$ cat config.mk
export PLATFORM = sky130hd
export DESIGN_NAME = cpic_top
export DESIGN_NICKNAME = d
export VERILOG_FILES = /design/src/cpic_top.v
export VERILOG_INCLUDE_DIRS = /design/src /design/src/src
export SDC_FILE = /design/constraint.sdc
export NUM_CORES = 1
export LEC_CHECK = 0
export CAP_MARGIN = 20
export CORE_MARGIN = 3
export CORE_UTILIZATION = 33
export DETAILED_ROUTE_END_ITERATION = 8
export DONT_BUFFER_PORTS = 1
export MAX_ROUTING_LAYER = met4
export PLACE_DENSITY = 0.51
export SKIP_LAST_GASP = 1
export SLEW_MARGIN = 20
export SYNTH_ARGS = -nofsm -noshare
export SYNTH_HDL_FRONTEND = slang
export SYNTH_SLANG_ARGS = --single-unit
$ cat constraint.sdc
create_clock -name CLOCK -period 6.13 [get_ports CLOCK]
set_input_delay 1.226 -clock CLOCK [delete_from_list [all_inputs] [get_ports CLOCK]]
set_output_delay 1.226 -clock CLOCK [all_outputs]
set_load 0.05 [all_outputs]
$ cat src/cpic_defs.vh
// cpic_defs.vh: constants for the cascaded priority interrupt controller
// assumes inclusion by the design file only; definitions only
`ifndef CPIC_DEFS_VH
`define CPIC_DEFS_VH

// ****************************************
// port addresses
// ****************************************
`define CPIC_MASTER_CMD    16'h0020
`define CPIC_MASTER_DATA   16'h0021
`define CPIC_SLAVE_CMD     16'h00A0
`define CPIC_SLAVE_DATA    16'h00A1

// ****************************************
// command byte fields
// ****************************************
`define CPIC_INIT1_BIT     4
`define CPIC_SEL3_BIT      3
`define CPIC_OC3_RR_BIT    1
`define CPIC_OC3_RIS_BIT   0
`define CPIC_OC3_ESMM_BIT  6
`define CPIC_OC3_SMM_BIT   5
`define CPIC_OC3_POLL_BIT  2
`define CPIC_OC2_EOI_BIT   5
`define CPIC_OC2_SL_BIT    6
`define CPIC_OC2_ROT_BIT   7
`define CPIC_INIT4_SFN_BIT 4
`define CPIC_VEC_BASE_MSK  8'hF8

// ****************************************
// reset values and fixed levels
// ****************************************
`define CPIC_ZERO8         8'h00
`define CPIC_SPURIOUS_LVL  3'h7
`define CPIC_CASCADE_LVL   3'h2
`define CPIC_REDIRECT_LVL  3'h1
`define CPIC_POLL_PRESENT  8'h80

// ****************************************
// initialization sequence states
// ****************************************
`define CPIC_ST_READY      2'h0
`define CPIC_ST_INIT2      2'h1
`define CPIC_ST_INIT3      2'h2
`define CPIC_ST_INIT4      2'h3

`endif

$ cat src/cpic_top.v
// cpic_top.v: master and slave eight-level units cascaded into fifteen levels
// assumes bus strobes and acknowledge pulses are one-cycle and synchronous to CLOCK
`timescale 1ns/1ns
`include "cpic_defs.vh"

// ****************************************
// eight-level unit
// ****************************************
// Summary of operation
// - fully-nested ranking: level 0 highest, level 7 lowest.
// - fully-nested is the mode in force after initialization unless the fourth byte sets special fully-nested.
// - each active request input sets its pending-request bit.
// - a mask bit blocks only its own level.
// - unmasked pending request above in-service level raises interrupt output.
// - first acknowledge moves winner into in-service; data bus undriven.
// - no request at acknowledge answers as level 7.
// - second acknowledge drives the vector on the data bus.
// - in-service bit holds until end-of-service; blocks same and lower levels.
// - nonspecific end-of-service clears highest set in-service bit.
// - specific end-of-service clears exactly the named level.
// - special mask mode: nonspecific end-of-service skips masked in-service bits.
// - read-register command selects pending or in-service; selection persists.
// - after initialization command port reads pending requests.
// - data port read returns the mask register.
// - special fully-nested master still forwards higher slave requests.
// - special fully-nested enabled by the fourth initialization byte.
// - expansion level 2 request routed to slave level 9 input.
// - requests are high levels only; edge programming stays level.
// - starting initialization clears the mask register.
module cpic_unit
(
  input  wire       clk,
  input  wire       rst,
  input  wire [7:0] irq,
  input  wire       wr_cmd,
  input  wire       wr_data,
  input  wire       rd_cmd,
  input  wire [7:0] din,
  input  wire       ack1,
  input  wire       ack2,
  output reg  [7:0] rd_val,
  output reg  [7:0] vec_val,
  output reg        int_q,
  output reg        cas_win
);

  reg  [1:0] st_q;
  reg  [7:0] irr_q;
  reg  [7:0] isr_q;
  reg  [7:0] imr_q;
  reg  [7:0] base_q;
  reg  [2:0] prio_q;
  reg        rd_isr_q;
  reg        smm_q;
  reg        sfn_q;
  reg        poll_q;
  reg  [2:0] ack_lvl_q;
  reg  [7:0] req;
  reg  [7:0] isr_vis;
  reg  [3:0] req_best;
  reg  [3:0] isr_best;
  reg  [3:0] eoi_best;
  reg  [7:0] isr_d;

  // highest active level in rotated order; bit 3 flags none found
  function [3:0] pick;
    input [7:0] v;
    input [2:0] low;
    integer     k;
    reg   [2:0] l;
    reg   [3:0] r;
    begin
      r = 4'h8;
      for (k = 7; k >= 0; k = k - 1)
      begin
        l = low + 3'h1 + k[2:0];
        if (v[l])
          r = {1'b0, l};
      end
      pick = r;
    end
  endfunction

  // priority position of a level, 0 the highest
  function [2:0] rank;
    input [2:0] l;
    input [2:0] low;
    begin
      rank = l - low - 3'h1;
    end
  endfunction

  // priority resolution
  always @*
  begin
    req      = irr_q & ~imr_q;
    isr_vis  = smm_q ? (isr_q & ~imr_q) : isr_q;
    // special fully-nested: in-service cascade level does not block itself
    if (sfn_q)
      isr_vis[`CPIC_CASCADE_LVL] = 1'b0;
    req_best = pick(req, prio_q);
    isr_best = pick(isr_vis, prio_q);
    eoi_best = pick(smm_q ? (isr_q & ~imr_q) : isr_q, prio_q);
    cas_win  = req_best == {1'b0, `CPIC_CASCADE_LVL};
  end

  // in-service next value from acknowledge and end-of-service
  always @*
  begin
    isr_d = isr_q;
    if (wr_cmd && st_q == `CPIC_ST_READY && !din[`CPIC_INIT1_BIT] &&
        !din[`CPIC_SEL3_BIT] && din[`CPIC_OC2_EOI_BIT])
    begin
      if (din[`CPIC_OC2_SL_BIT])
        isr_d[din[2:0]] = 1'b0;
      else if (!eoi_best[3])
        isr_d[eoi_best[2:0]] = 1'b0;
    end
    // acknowledge applied last so a same-cycle set is never lost
    if (ack1 && !req_best[3])
      isr_d[req_best[2:0]] = 1'b1;
  end

  // registers and command decoding
  always @(posedge clk or posedge rst)
  begin
    if (rst)
    begin
      st_q      <= `CPIC_ST_READY;
      irr_q     <= `CPIC_ZERO8;
      isr_q     <= `CPIC_ZERO8;
      imr_q     <= `CPIC_ZERO8;
      base_q    <= `CPIC_ZERO8;
      prio_q    <= `CPIC_SPURIOUS_LVL;
      rd_isr_q  <= 1'b0;
      smm_q     <= 1'b0;
      sfn_q     <= 1'b0;
      poll_q    <= 1'b0;
      ack_lvl_q <= `CPIC_SPURIOUS_LVL;
      int_q     <= 1'b0;
    end
    else
    begin
      irr_q <= irq;
      isr_q <= isr_d;
      int_q <= !req_best[3] &&
               (isr_best[3] || rank(req_best[2:0], prio_q) <
                rank(isr_best[2:0], prio_q));
      if (ack1)
        ack_lvl_q <= req_best[3] ? `CPIC_SPURIOUS_LVL : req_best[2:0];
      if (rd_cmd && poll_q)
        poll_q <= 1'b0;
      if (wr_cmd && din[`CPIC_INIT1_BIT])
      begin
        // initialization start: reset modes to fully nested
        st_q     <= `CPIC_ST_INIT2;
        imr_q    <= `CPIC_ZERO8;
        prio_q   <= `CPIC_SPURIOUS_LVL;
        rd_isr_q <= 1'b0;
        smm_q    <= 1'b0;
        sfn_q    <= 1'b0;
      end
      else if (wr_cmd && st_q == `CPIC_ST_READY)
      begin
        if (din[`CPIC_SEL3_BIT])
        begin
          if (din[`CPIC_OC3_RR_BIT])
            rd_isr_q <= din[`CPIC_OC3_RIS_BIT];
          if (din[`CPIC_OC3_ESMM_BIT])
            smm_q <= din[`CPIC_OC3_SMM_BIT];
          poll_q <= din[`CPIC_OC3_POLL_BIT];
        end
        else if (din[`CPIC_OC2_ROT_BIT])
        begin
          if (din[`CPIC_OC2_SL_BIT])
            prio_q <= din[2:0];
          else if (!eoi_best[3] && din[`CPIC_OC2_EOI_BIT])
            prio_q <= eoi_best[2:0];
        end
      end
      else if (wr_data)
      begin
        case (st_q)
          `CPIC_ST_READY: imr_q  <= din;
          `CPIC_ST_INIT2:
          begin
            base_q <= din & `CPIC_VEC_BASE_MSK;
            st_q   <= `CPIC_ST_INIT3;
          end
          `CPIC_ST_INIT3: st_q   <= `CPIC_ST_INIT4;
          `CPIC_ST_INIT4:
          begin
            sfn_q <= din[`CPIC_INIT4_SFN_BIT];
            st_q  <= `CPIC_ST_READY;
          end
          default:        st_q   <= `CPIC_ST_READY;
        endcase
      end
    end
  end

  // read data selection; poll answers with present flag and level
  always @*
  begin
    if (wr_data)
      rd_val = imr_q;
    else
      rd_val = imr_q;
    if (rd_cmd)
    begin
      if (poll_q)
        rd_val = req_best[3] ? {5'h00, `CPIC_SPURIOUS_LVL} :
                 (`CPIC_POLL_PRESENT | {5'h00, req_best[2:0]});
      else
        rd_val = rd_isr_q ? isr_q : irr_q;
    end
    vec_val = base_q | {5'h00, ack_lvl_q};
  end

endmodule

// ****************************************
// top: two cascaded units and port decode
// ****************************************
module cpic_top
(
  input  wire        CLOCK,
  input  wire        RST,
  input  wire [7:0]  MASTER_IRQ,
  input  wire [7:0]  SLAVE_IRQ,
  input  wire        EXP_IRQ2,
  input  wire [15:0] ADDR,
  input  wire        WR_STB,
  input  wire        RD_STB,
  input  wire [7:0]  DATA_IN,
  input  wire        INTA_STB,
  output reg  [7:0]  DATA_OUT,
  output reg         DATA_OE,
  output reg         INT_OUT
);

  reg        ack_second_q;
  reg        slave_ack_q;
  wire       hit_mc;
  wire       hit_md;
  wire       hit_sc;
  wire       hit_sd;
  wire       ack1;
  wire       ack2;
  wire       m_int;
  wire       m_cas;
  wire       s_int;
  wire [7:0] m_rd;
  wire [7:0] s_rd;
  wire [7:0] m_vec;
  wire [7:0] s_vec;
  wire [7:0] m_irq;
  wire [7:0] s_irq;

  assign hit_mc = ADDR == `CPIC_MASTER_CMD;
  assign hit_md = ADDR == `CPIC_MASTER_DATA;
  assign hit_sc = ADDR == `CPIC_SLAVE_CMD;
  assign hit_sd = ADDR == `CPIC_SLAVE_DATA;
  assign ack1   = INTA_STB && !ack_second_q;
  assign ack2   = INTA_STB && ack_second_q;

  // cascade into level 2; expansion level 2 redirected to slave level 9
  assign m_irq = {MASTER_IRQ[7:3], s_int, MASTER_IRQ[1:0]};
  assign s_irq = {SLAVE_IRQ[7:2], SLAVE_IRQ[1] | EXP_IRQ2, SLAVE_IRQ[0]};

  cpic_unit u_master
  (
    .clk     (CLOCK),
    .rst     (RST),
    .irq     (m_irq),
    .wr_cmd  (WR_STB && hit_mc),
    .wr_data (WR_STB && hit_md),
    .rd_cmd  (RD_STB && hit_mc),
    .din     (DATA_IN),
    .ack1    (ack1),
    .ack2    (ack2),
    .rd_val  (m_rd),
    .vec_val (m_vec),
    .int_q   (m_int),
    .cas_win (m_cas)
  );

  cpic_unit u_slave
  (
    .clk     (CLOCK),
    .rst     (RST),
    .irq     (s_irq),
    .wr_cmd  (WR_STB && hit_sc),
    .wr_data (WR_STB && hit_sd),
    .rd_cmd  (RD_STB && hit_sc),
    .din     (DATA_IN),
    .ack1    (ack1 && m_cas),
    .ack2    (ack2 && slave_ack_q),
    .rd_val  (s_rd),
    .vec_val (s_vec),
    .int_q   (s_int),
    .cas_win ()
  );

  // acknowledge pulse pairing and registered bus outputs
  always @(posedge CLOCK or posedge RST)
  begin
    if (RST)
    begin
      ack_second_q <= 1'b0;
      slave_ack_q  <= 1'b0;
      DATA_OUT     <= `CPIC_ZERO8;
      DATA_OE      <= 1'b0;
      INT_OUT      <= 1'b0;
    end
    else
    begin
      INT_OUT <= m_int;
      if (INTA_STB)
        ack_second_q <= !ack_second_q;
      if (ack1)
        slave_ack_q <= m_cas;
      DATA_OE  <= 1'b0;
      DATA_OUT <= `CPIC_ZERO8;
      if (ack2)
      begin
        DATA_OE  <= 1'b1;
        DATA_OUT <= slave_ack_q ? s_vec : m_vec;
      end
      else if (RD_STB && (hit_mc || hit_md))
      begin
        DATA_OE  <= 1'b1;
        DATA_OUT <= m_rd;
      end
      else if (RD_STB && (hit_sc || hit_sd))
      begin
        DATA_OE  <= 1'b1;
        DATA_OUT <= s_rd;
      end
    end
  end

endmodule

# After elaboration in Yosys (flattened, before gate mapping)
# Index checks and enable logic that the tools add are counted.
[word_totals]
register_bits = 96
inputBits = 46
elab_cells = 438
[classes]
reduce_logical = 81
n_eq_ne = 15
bitwise_logic = 22
mux = 239
magnitude_cmp = 28
n_addsub = 24
[ops]
columns = ["op", "count"]
rows = [
  ["8-bit 2-to-1 mux", 30],
  ["4-bit 2-to-1 mux", 48],
  ["1-bit binary-select mux with 3-bit select", 48],
  ["1-bit 2-to-1 mux", 86],
  ["3-bit by 4-bit < comparator with 1-bit output (second input constant)", 21],
  ["8-bit AND", 8],
  ["3-bit 2-to-1 mux", 14],
  ["8-bit inverter", 5],
  ["1-bit logical AND", 34],
  ["16-bit by 6-bit equality test with 1-bit output (second input constant)", 2],
  ["16-bit by 8-bit equality test with 1-bit output (second input constant)", 2],
  ["2-bit nonzero test", 16],
  ["3-bit AND reduction", 10],
  ["3-bit adder (second input constant)", 8],
  ["8-bit by 3-bit OR with 8-bit output", 2],
  ["8-bit OR", 2],
  ["4-bit AND reduction", 4],
  ["1-bit demux with 3-bit select", 5],
  ["3-bit by 1-bit greater-or-equal comparator with 1-bit output (second input constant)", 5],
  ["3-bit by 1-bit adder with 3-bit output (second input constant)", 4],
  ["3-bit by 2-bit adder with 3-bit output (second input constant)", 4],
  ["2-bit 2-to-1 mux", 6],
  ["2-bit one-hot mux with 3 select lines", 2],
  ["3-bit by 1-bit subtractor with 3-bit output (second input constant)", 4],
  ["other kinds (14)", 39],
]

# Depth between registers and ports, before layout
[logic_depth]
word_depth = 24
depth_mapped = 24
mapped_depth_nobuf = 19

# Modules after synthesis
# Synthesis repeated with hierarchy kept, for this count alone.
[unflattened]
cells_unflattened = 1188
area_unflattened_um2 = 10428.8
[modules_own_cells]
columns = ["module", "n_inst", "seq_area_each_um2", "cells_per_inst", "area_each_um2"]
rows = [
  ["cpic_unit (u_master)", 1, 1058.5, 571, 5044.8],
  ["cpic_unit (u_slave)", 1, 1058.5, 549, 4662.0],
  ["cpic_top", 1, 300.3, 68, 721.9],
]

# Worst setup path before layout
# Ideal clock, no wire load.
[synth_path]
path_type = "register -> register"
from = "register u_slave.prio_q[0] (netlist: u_slave.pick.low[0])"
to = "register u_slave.int_q"
arrival_time_ns = 5.050
n_path_buf = 5
stages_incl_launch_ff = 23
setup_time_ns = 0.071
path_slack_ns = 1.009
required_ns = 6.059
path_cell_list = "dfstp_2 -> clkinv_1 -> clkbuf_1 -> clkbuf_1 -> ha_1 -> inv_1 -> buf_2 -> clkbuf_1 -> clkbuf_1 -> mux4_2 -> nor3_1 -> a211oi_1 -> a311oi_1 -> o22ai_1 -> a311oi_1 -> a21oi_1 -> fa_1 -> inv_1 -> ha_1 -> a21o_1 -> a21oi_1 -> a21oi_1 -> nor2_1"
[synth_via]
elab_chain_cells = 17
[synth_lines]
columns = ["item", "line", "text"]
rows = [
  ["start, declared", "cpic_top.v:52", "reg [2:0] prio_q;"],
  ["start signal, assigned", "cpic_top.v:134", "prio_q <= `CPIC_SPURIOUS_LVL;"],
  ["start signal, assigned", "cpic_top.v:158", "prio_q <= `CPIC_SPURIOUS_LVL;"],
  ["start signal, assigned", "cpic_top.v:176", "prio_q <= din[2:0];"],
  ["3-bit by 1-bit adder with 3-bit output", "cpic_top.v:76", "l = low + 3'h1 + k[2:0];"],
  ["3-bit adder", "cpic_top.v:76", ""],
  ["1-bit binary-select mux with 3-bit select", "cpic_top.v:77", "if (v[l])"],
  ["1-bit 2-to-1 mux (implied by the code)", "cpic_top.v:77", ""],
  ["4-bit 2-to-1 mux (8 in a row)", "cpic_top.v:77", ""],
  ["3-bit subtractor", "cpic_top.v:89", "rank = l - low - 3'h1;"],
  ["3-bit by 1-bit subtractor with 3-bit output", "cpic_top.v:89", ""],
  ["3-bit < comparator", "cpic_top.v:147", "(isr_best[3] || rank(req_best[2:0], prio_q) <"],
  ["1-bit logical OR", "cpic_top.v:147", ""],
  ["1-bit logical AND (*)", "cpic_top.v:146", "int_q <= !req_best[3] &&"],
  ["end signal, assigned", "cpic_top.v:146", ""],
  ["end, declared", "cpic_top.v:43", "output reg int_q,"],
]
# Every way passes the cells marked *; elsewhere a longest branch is shown, timed or not. The select of a mux whose other input is x is not followed.
# A chain may end at the register's enable or synchronous reset.

# Final worst setup path
[layout_path]
from = "register u_master.prio_q[0] (netlist: u_master.pick.low[0])"
to = "register u_master.int_q"
[layout_via]
elab_chain_cells = 17
[layout_lines]
columns = ["item", "line"]
rows = [
  ["start, declared", "cpic_top.v:52"],
  ["start signal, assigned", "cpic_top.v:134"],
  ["start signal, assigned", "cpic_top.v:158"],
  ["start signal, assigned", "cpic_top.v:176"],
  ["3-bit by 1-bit adder with 3-bit output", "cpic_top.v:76"],
  ["3-bit adder", "cpic_top.v:76"],
  ["1-bit binary-select mux with 3-bit select", "cpic_top.v:77"],
  ["1-bit 2-to-1 mux (implied by the code)", "cpic_top.v:77"],
  ["4-bit 2-to-1 mux (8 in a row)", "cpic_top.v:77"],
  ["3-bit subtractor", "cpic_top.v:89"],
  ["3-bit by 1-bit subtractor with 3-bit output", "cpic_top.v:89"],
  ["3-bit < comparator", "cpic_top.v:147"],
  ["1-bit logical OR", "cpic_top.v:147"],
  ["1-bit logical AND (*)", "cpic_top.v:146"],
  ["end signal, assigned", "cpic_top.v:146"],
  ["end, declared", "cpic_top.v:43"],
]
# Marks and branches as above.

==> impl_metrics.env <==
export IMPL_wl_per_cell_um=21.85
export IMPL_final_common_cell="nand2_1"
export IMPL_cts_sinks=96
export IMPL_grt_use_total=0.2066
export IMPL_worst_pin_slew_ns=1.157
export IMPL_ant_nets=0
export IMPL_nets=1207
export IMPL_min_path_type="flip-flop to flip-flop"
export IMPL_grt_pass1_wl_um=53220
export IMPL_drive_gt1_frac=0.1394
export IMPL_ios=56
export IMPL_worst_endpoint_arrival_ns=5.12
export IMPL_synth_top_area_cell="dfrtp_1"
export IMPL_worstSetupEndpointType="flip-flop"
export IMPL_cap_viol_max_count=0
export IMPL_worstSetupPathType="flip-flop to flip-flop"
export IMPL_ir_worst_vdd_mv=0.2125
export IMPL_critPathMaxStageDelay_ns=0.74
export IMPL_grt_overflow=0
export IMPL_grt_pass1_vias=9083
export IMPL_setup_viol=0
export IMPL_yosys_warnings=0
export IMPL_drtPass1Iterations=6
export IMPL_synthCells=1169
export IMPL_syn_nets=1240
export IMPL_core_um2=29720
export IMPL_grt_antenna_before_repair=0
export IMPL_timing_max_slew_rel_slack=0.2250
export IMPL_synthDistinctLibCells=107
export IMPL_gp_routability_congestion=0.9142
export IMPL_fp_row_count=63
export IMPL_fill_cells=3058
export IMPL_vias=9429
export IMPL_start_kind="flip-flop"
export IMPL_ys_seq_area_frac=0.2417
export IMPL_rsz0062_at_grt="false"
export IMPL_root_buffer="clkbuf_16"
export IMPL_clk_latency_ns=0.35
export IMPL_n_antenna_cell=0
export IMPL_cts_made_buffers=9
export IMPL_dieArea_um2=32430
export IMPL_initial_utilization=0.3366
export IMPL_area_growth_pct=6.380
export IMPL_cts_hold_buffers=0
export IMPL_power_density_nw_per_um2=225.1
export IMPL_max_freq_ghz=0.2026
export IMPL_ys_ff_latch=96
export IMPL_drtIter0Drc=796
export IMPL_cts_resized=0
export IMPL_synth_top_area_frac=0.2102
export IMPL_ys_flop_type="dfrtp_1"
export IMPL_clkTransAtPathRegs_ns=0.07
export IMPL_crit_required_ns=6.31
export IMPL_fp_dieW_um=180.1
export IMPL_drc=0
export IMPL_final_cell_mix="nand2_1, nor2_1, dfrtp_1"
export IMPL_fin_skew_ns=0.01100
export IMPL_final_core_util=0.3580
export IMPL_maxSlewViolCount=0
export IMPL_leakage_nw=4.175
export IMPL_finalWirelength_um=33460
export IMPL_hold_viol=0
export IMPL_tritoncts="built"
export IMPL_syn_avg_cell_area_um2=8.556
export IMPL_via_per_inst=6.159
export IMPL_grt_max_degree=71
export IMPL_die_h_um=180.1
export IMPL_async_flop_share=1.000
export IMPL_cp_cell_sequence="ha_1 -> xnor2_4 -> xnor2_2 -> a211oi_1 -> nor2_1 -> a21boi_0 -> o21ai_0 -> a311oi_1 -> a21oi_1 -> ha_1 -> fa_1 -> xnor2_1 -> xnor2_1 -> ha_1 -> a21oi_1 -> a21oi_1 -> nor2_1"
export IMPL_htreeDepth=3
export IMPL_numPortBuffers=0
export IMPL_synth_area_top_cells="dfrtp_1, mux4_2, mux2i_1, nand2_1, nor2_1"
export IMPL_dp_hpwl_um=24770
export IMPL_status="finished clean"
export IMPL_synth_edff_count=0
export IMPL_worst_path_max_fanout=23
export IMPL_fin_crit_ns=4.935
export IMPL_crit_slowest_cell="xnor2_4"
export IMPL_postCtsSetupBuffers=0
export IMPL_tns_ns=0
export IMPL_synthesis_area_um2=10000
export IMPL_clk_path_buf_depth=2
export IMPL_min_period_over_period=0.8051
state kept, by name, indices dropped and copies added, names as in the netlist, 2 cells and up:
name,cells
u_master.ack_lvl_q,3
u_master.base_q,5
u_master.imr_q,8
DATA_OUT,8
u_slave.pick.low,3
u_master.irr_q,8
u_master.isr_q,8
u_master.st_q,2
u_slave.irr_q,8
u_master.pick.low,3
u_slave.isr_q,8
u_slave.ack_lvl_q,3
u_slave.base_q,5
u_slave.imr_q,8
u_slave.st_q,2
layout make-up:
type,count,area (um2),area share
clock buffer,9,225.2,0.02117
clock inverter,7,68.82,0.006468
inverter,28,110.1,0.01035
multi-input combinational,981,7181,0.6749
sequential,96,2417,0.2272
tap,390,488.0,0.04586
timing repair buffer,20,150.1,0.01411
critical path: cells and delay by family (launching register included):
family | cells | cell delay, ns
adder cells (fa/ha/maj) | 4 | 1.32
flip-flops | 1 | 0.40
AND/OR/NAND/NOR | 2 | 0.25
XOR/XNOR | 4 | 1.33
AO/OA/AOI/OAI | 7 | 1.45
per-layer routing:
| metal | up-vias | global-route usage | share of wire |
|---|---|---|---|
| met5 | - | - | 0 |
| met4 | 0 | 0.04329 | 0.011 |
| met3 | 22 | 0.02180 | 0.056 |
| met2 | 310 | 0.3264 | 0.46 |
| met1 | 4695 | 0.2896 | 0.47 |
| li1 | 4402 | - | - |
power breakdown:
| part | switching [mW] | total (mW) | internal [mW] |
|---|---|---|---|
| registers | 0.163 | 0.897 | 0.733 |
| logic | 0.544 | 0.937 | 0.393 |
| clock network | 0.274 | 0.562 | 0.288 |
stage by stage:
| step | setup WS (ns) | area, um2 | instances | hold slack [ns] | total power [mW] |
|---|---|---|---|---|---|
| floorplan | 1.009 | 10000 | 1169 | 0.3312 | 1.574 |
| global placement | 1.222 | 10350 | 1515 | 0.3341 | 1.821 |
| detailed placement | 1.259 | 10350 | 1515 | 0.3434 | 1.829 |
| CTS | 1.207 | 10640 | 1531 | 0.3591 | 2.403 |
| global route | 0.8328 | 10640 | 1531 | 0.3646 | 2.546 |
| finish | 1.195 | 10640 | 1531 | 0.3571 | 2.395 |
cells by family (layout without fill, tap and decap cells):
logic type / count (synthesis) / after routing / share of synthesized area
adder cells (fa/ha/maj): 25 / 25 / 0.03428
AND/OR/NAND/NOR: 464 / 464 / 0.2434
multiplexers: 118 / 118 / 0.1675
AO/OA/AOI/OAI: 353 / 353 / 0.2442
buffers and inverters: 92 / 64 / 0.04041
XOR/XNOR: 21 / 21 / 0.02852
flip-flops: 96 / 96 / 0.2417
path summary, 6_finish.rpt:
check	startpoint	endpoint	cells past startpoint	slack (ns)
min	u_slave.int_q$_DFF_PP0_	u_master.irr_q[2]$_DFF_PP0_	0	0.36
max reg2reg	u_master.pick.low[0]$_DFFE_PP1P_	u_master.int_q$_DFF_PP0_	17	1.19
max	u_master.pick.low[0]$_DFFE_PP1P_	u_master.int_q$_DFF_PP0_	17	1.19
max in group asynchronous	RST	u_slave.int_q$_DFF_PP0_	2	4.19
min in group asynchronous	RST	DATA_OUT[5]$_DFF_PP0_	1	0.71
min reg2reg	u_slave.int_q$_DFF_PP0_	u_master.irr_q[2]$_DFF_PP0_	0	0.36
cells in the mapped netlist, types with 9 or more instances:
| cell | instances |
|---|---|
| a211oi_1 | 13 |
| nor4_1 | 17 |
| and3b_1 | 9 |
| nor3b_1 | 10 |
| a21boi_0 | 16 |
| dfrtp_1 | 84 |
| nand4_1 | 14 |
| nor3_1 | 27 |
| o221ai_1 | 15 |
| o21ai_0 | 66 |
| buf_2 | 12 |
| ha_1 | 21 |
| dfstp_2 | 12 |
| mux2_2 | 23 |
| a21oi_1 | 71 |
| nor2_1 | 95 |
| mux4_2 | 33 |
| nor2b_1 | 25 |
| and2_1 | 16 |
| o22ai_1 | 27 |
| mux2i_1 | 57 |
| o211ai_1 | 9 |
| a22oi_1 | 11 |
| nand2b_1 | 37 |
| nand2_1 | 129 |
| a31oi_1 | 12 |
| xnor2_1 | 9 |
| inv_1 | 23 |
| nand3_1 | 28 |
| clkbuf_1 | 37 |
| o31ai_1 | 12 |
Note: power is estimated with default switching activity, not from simulation.
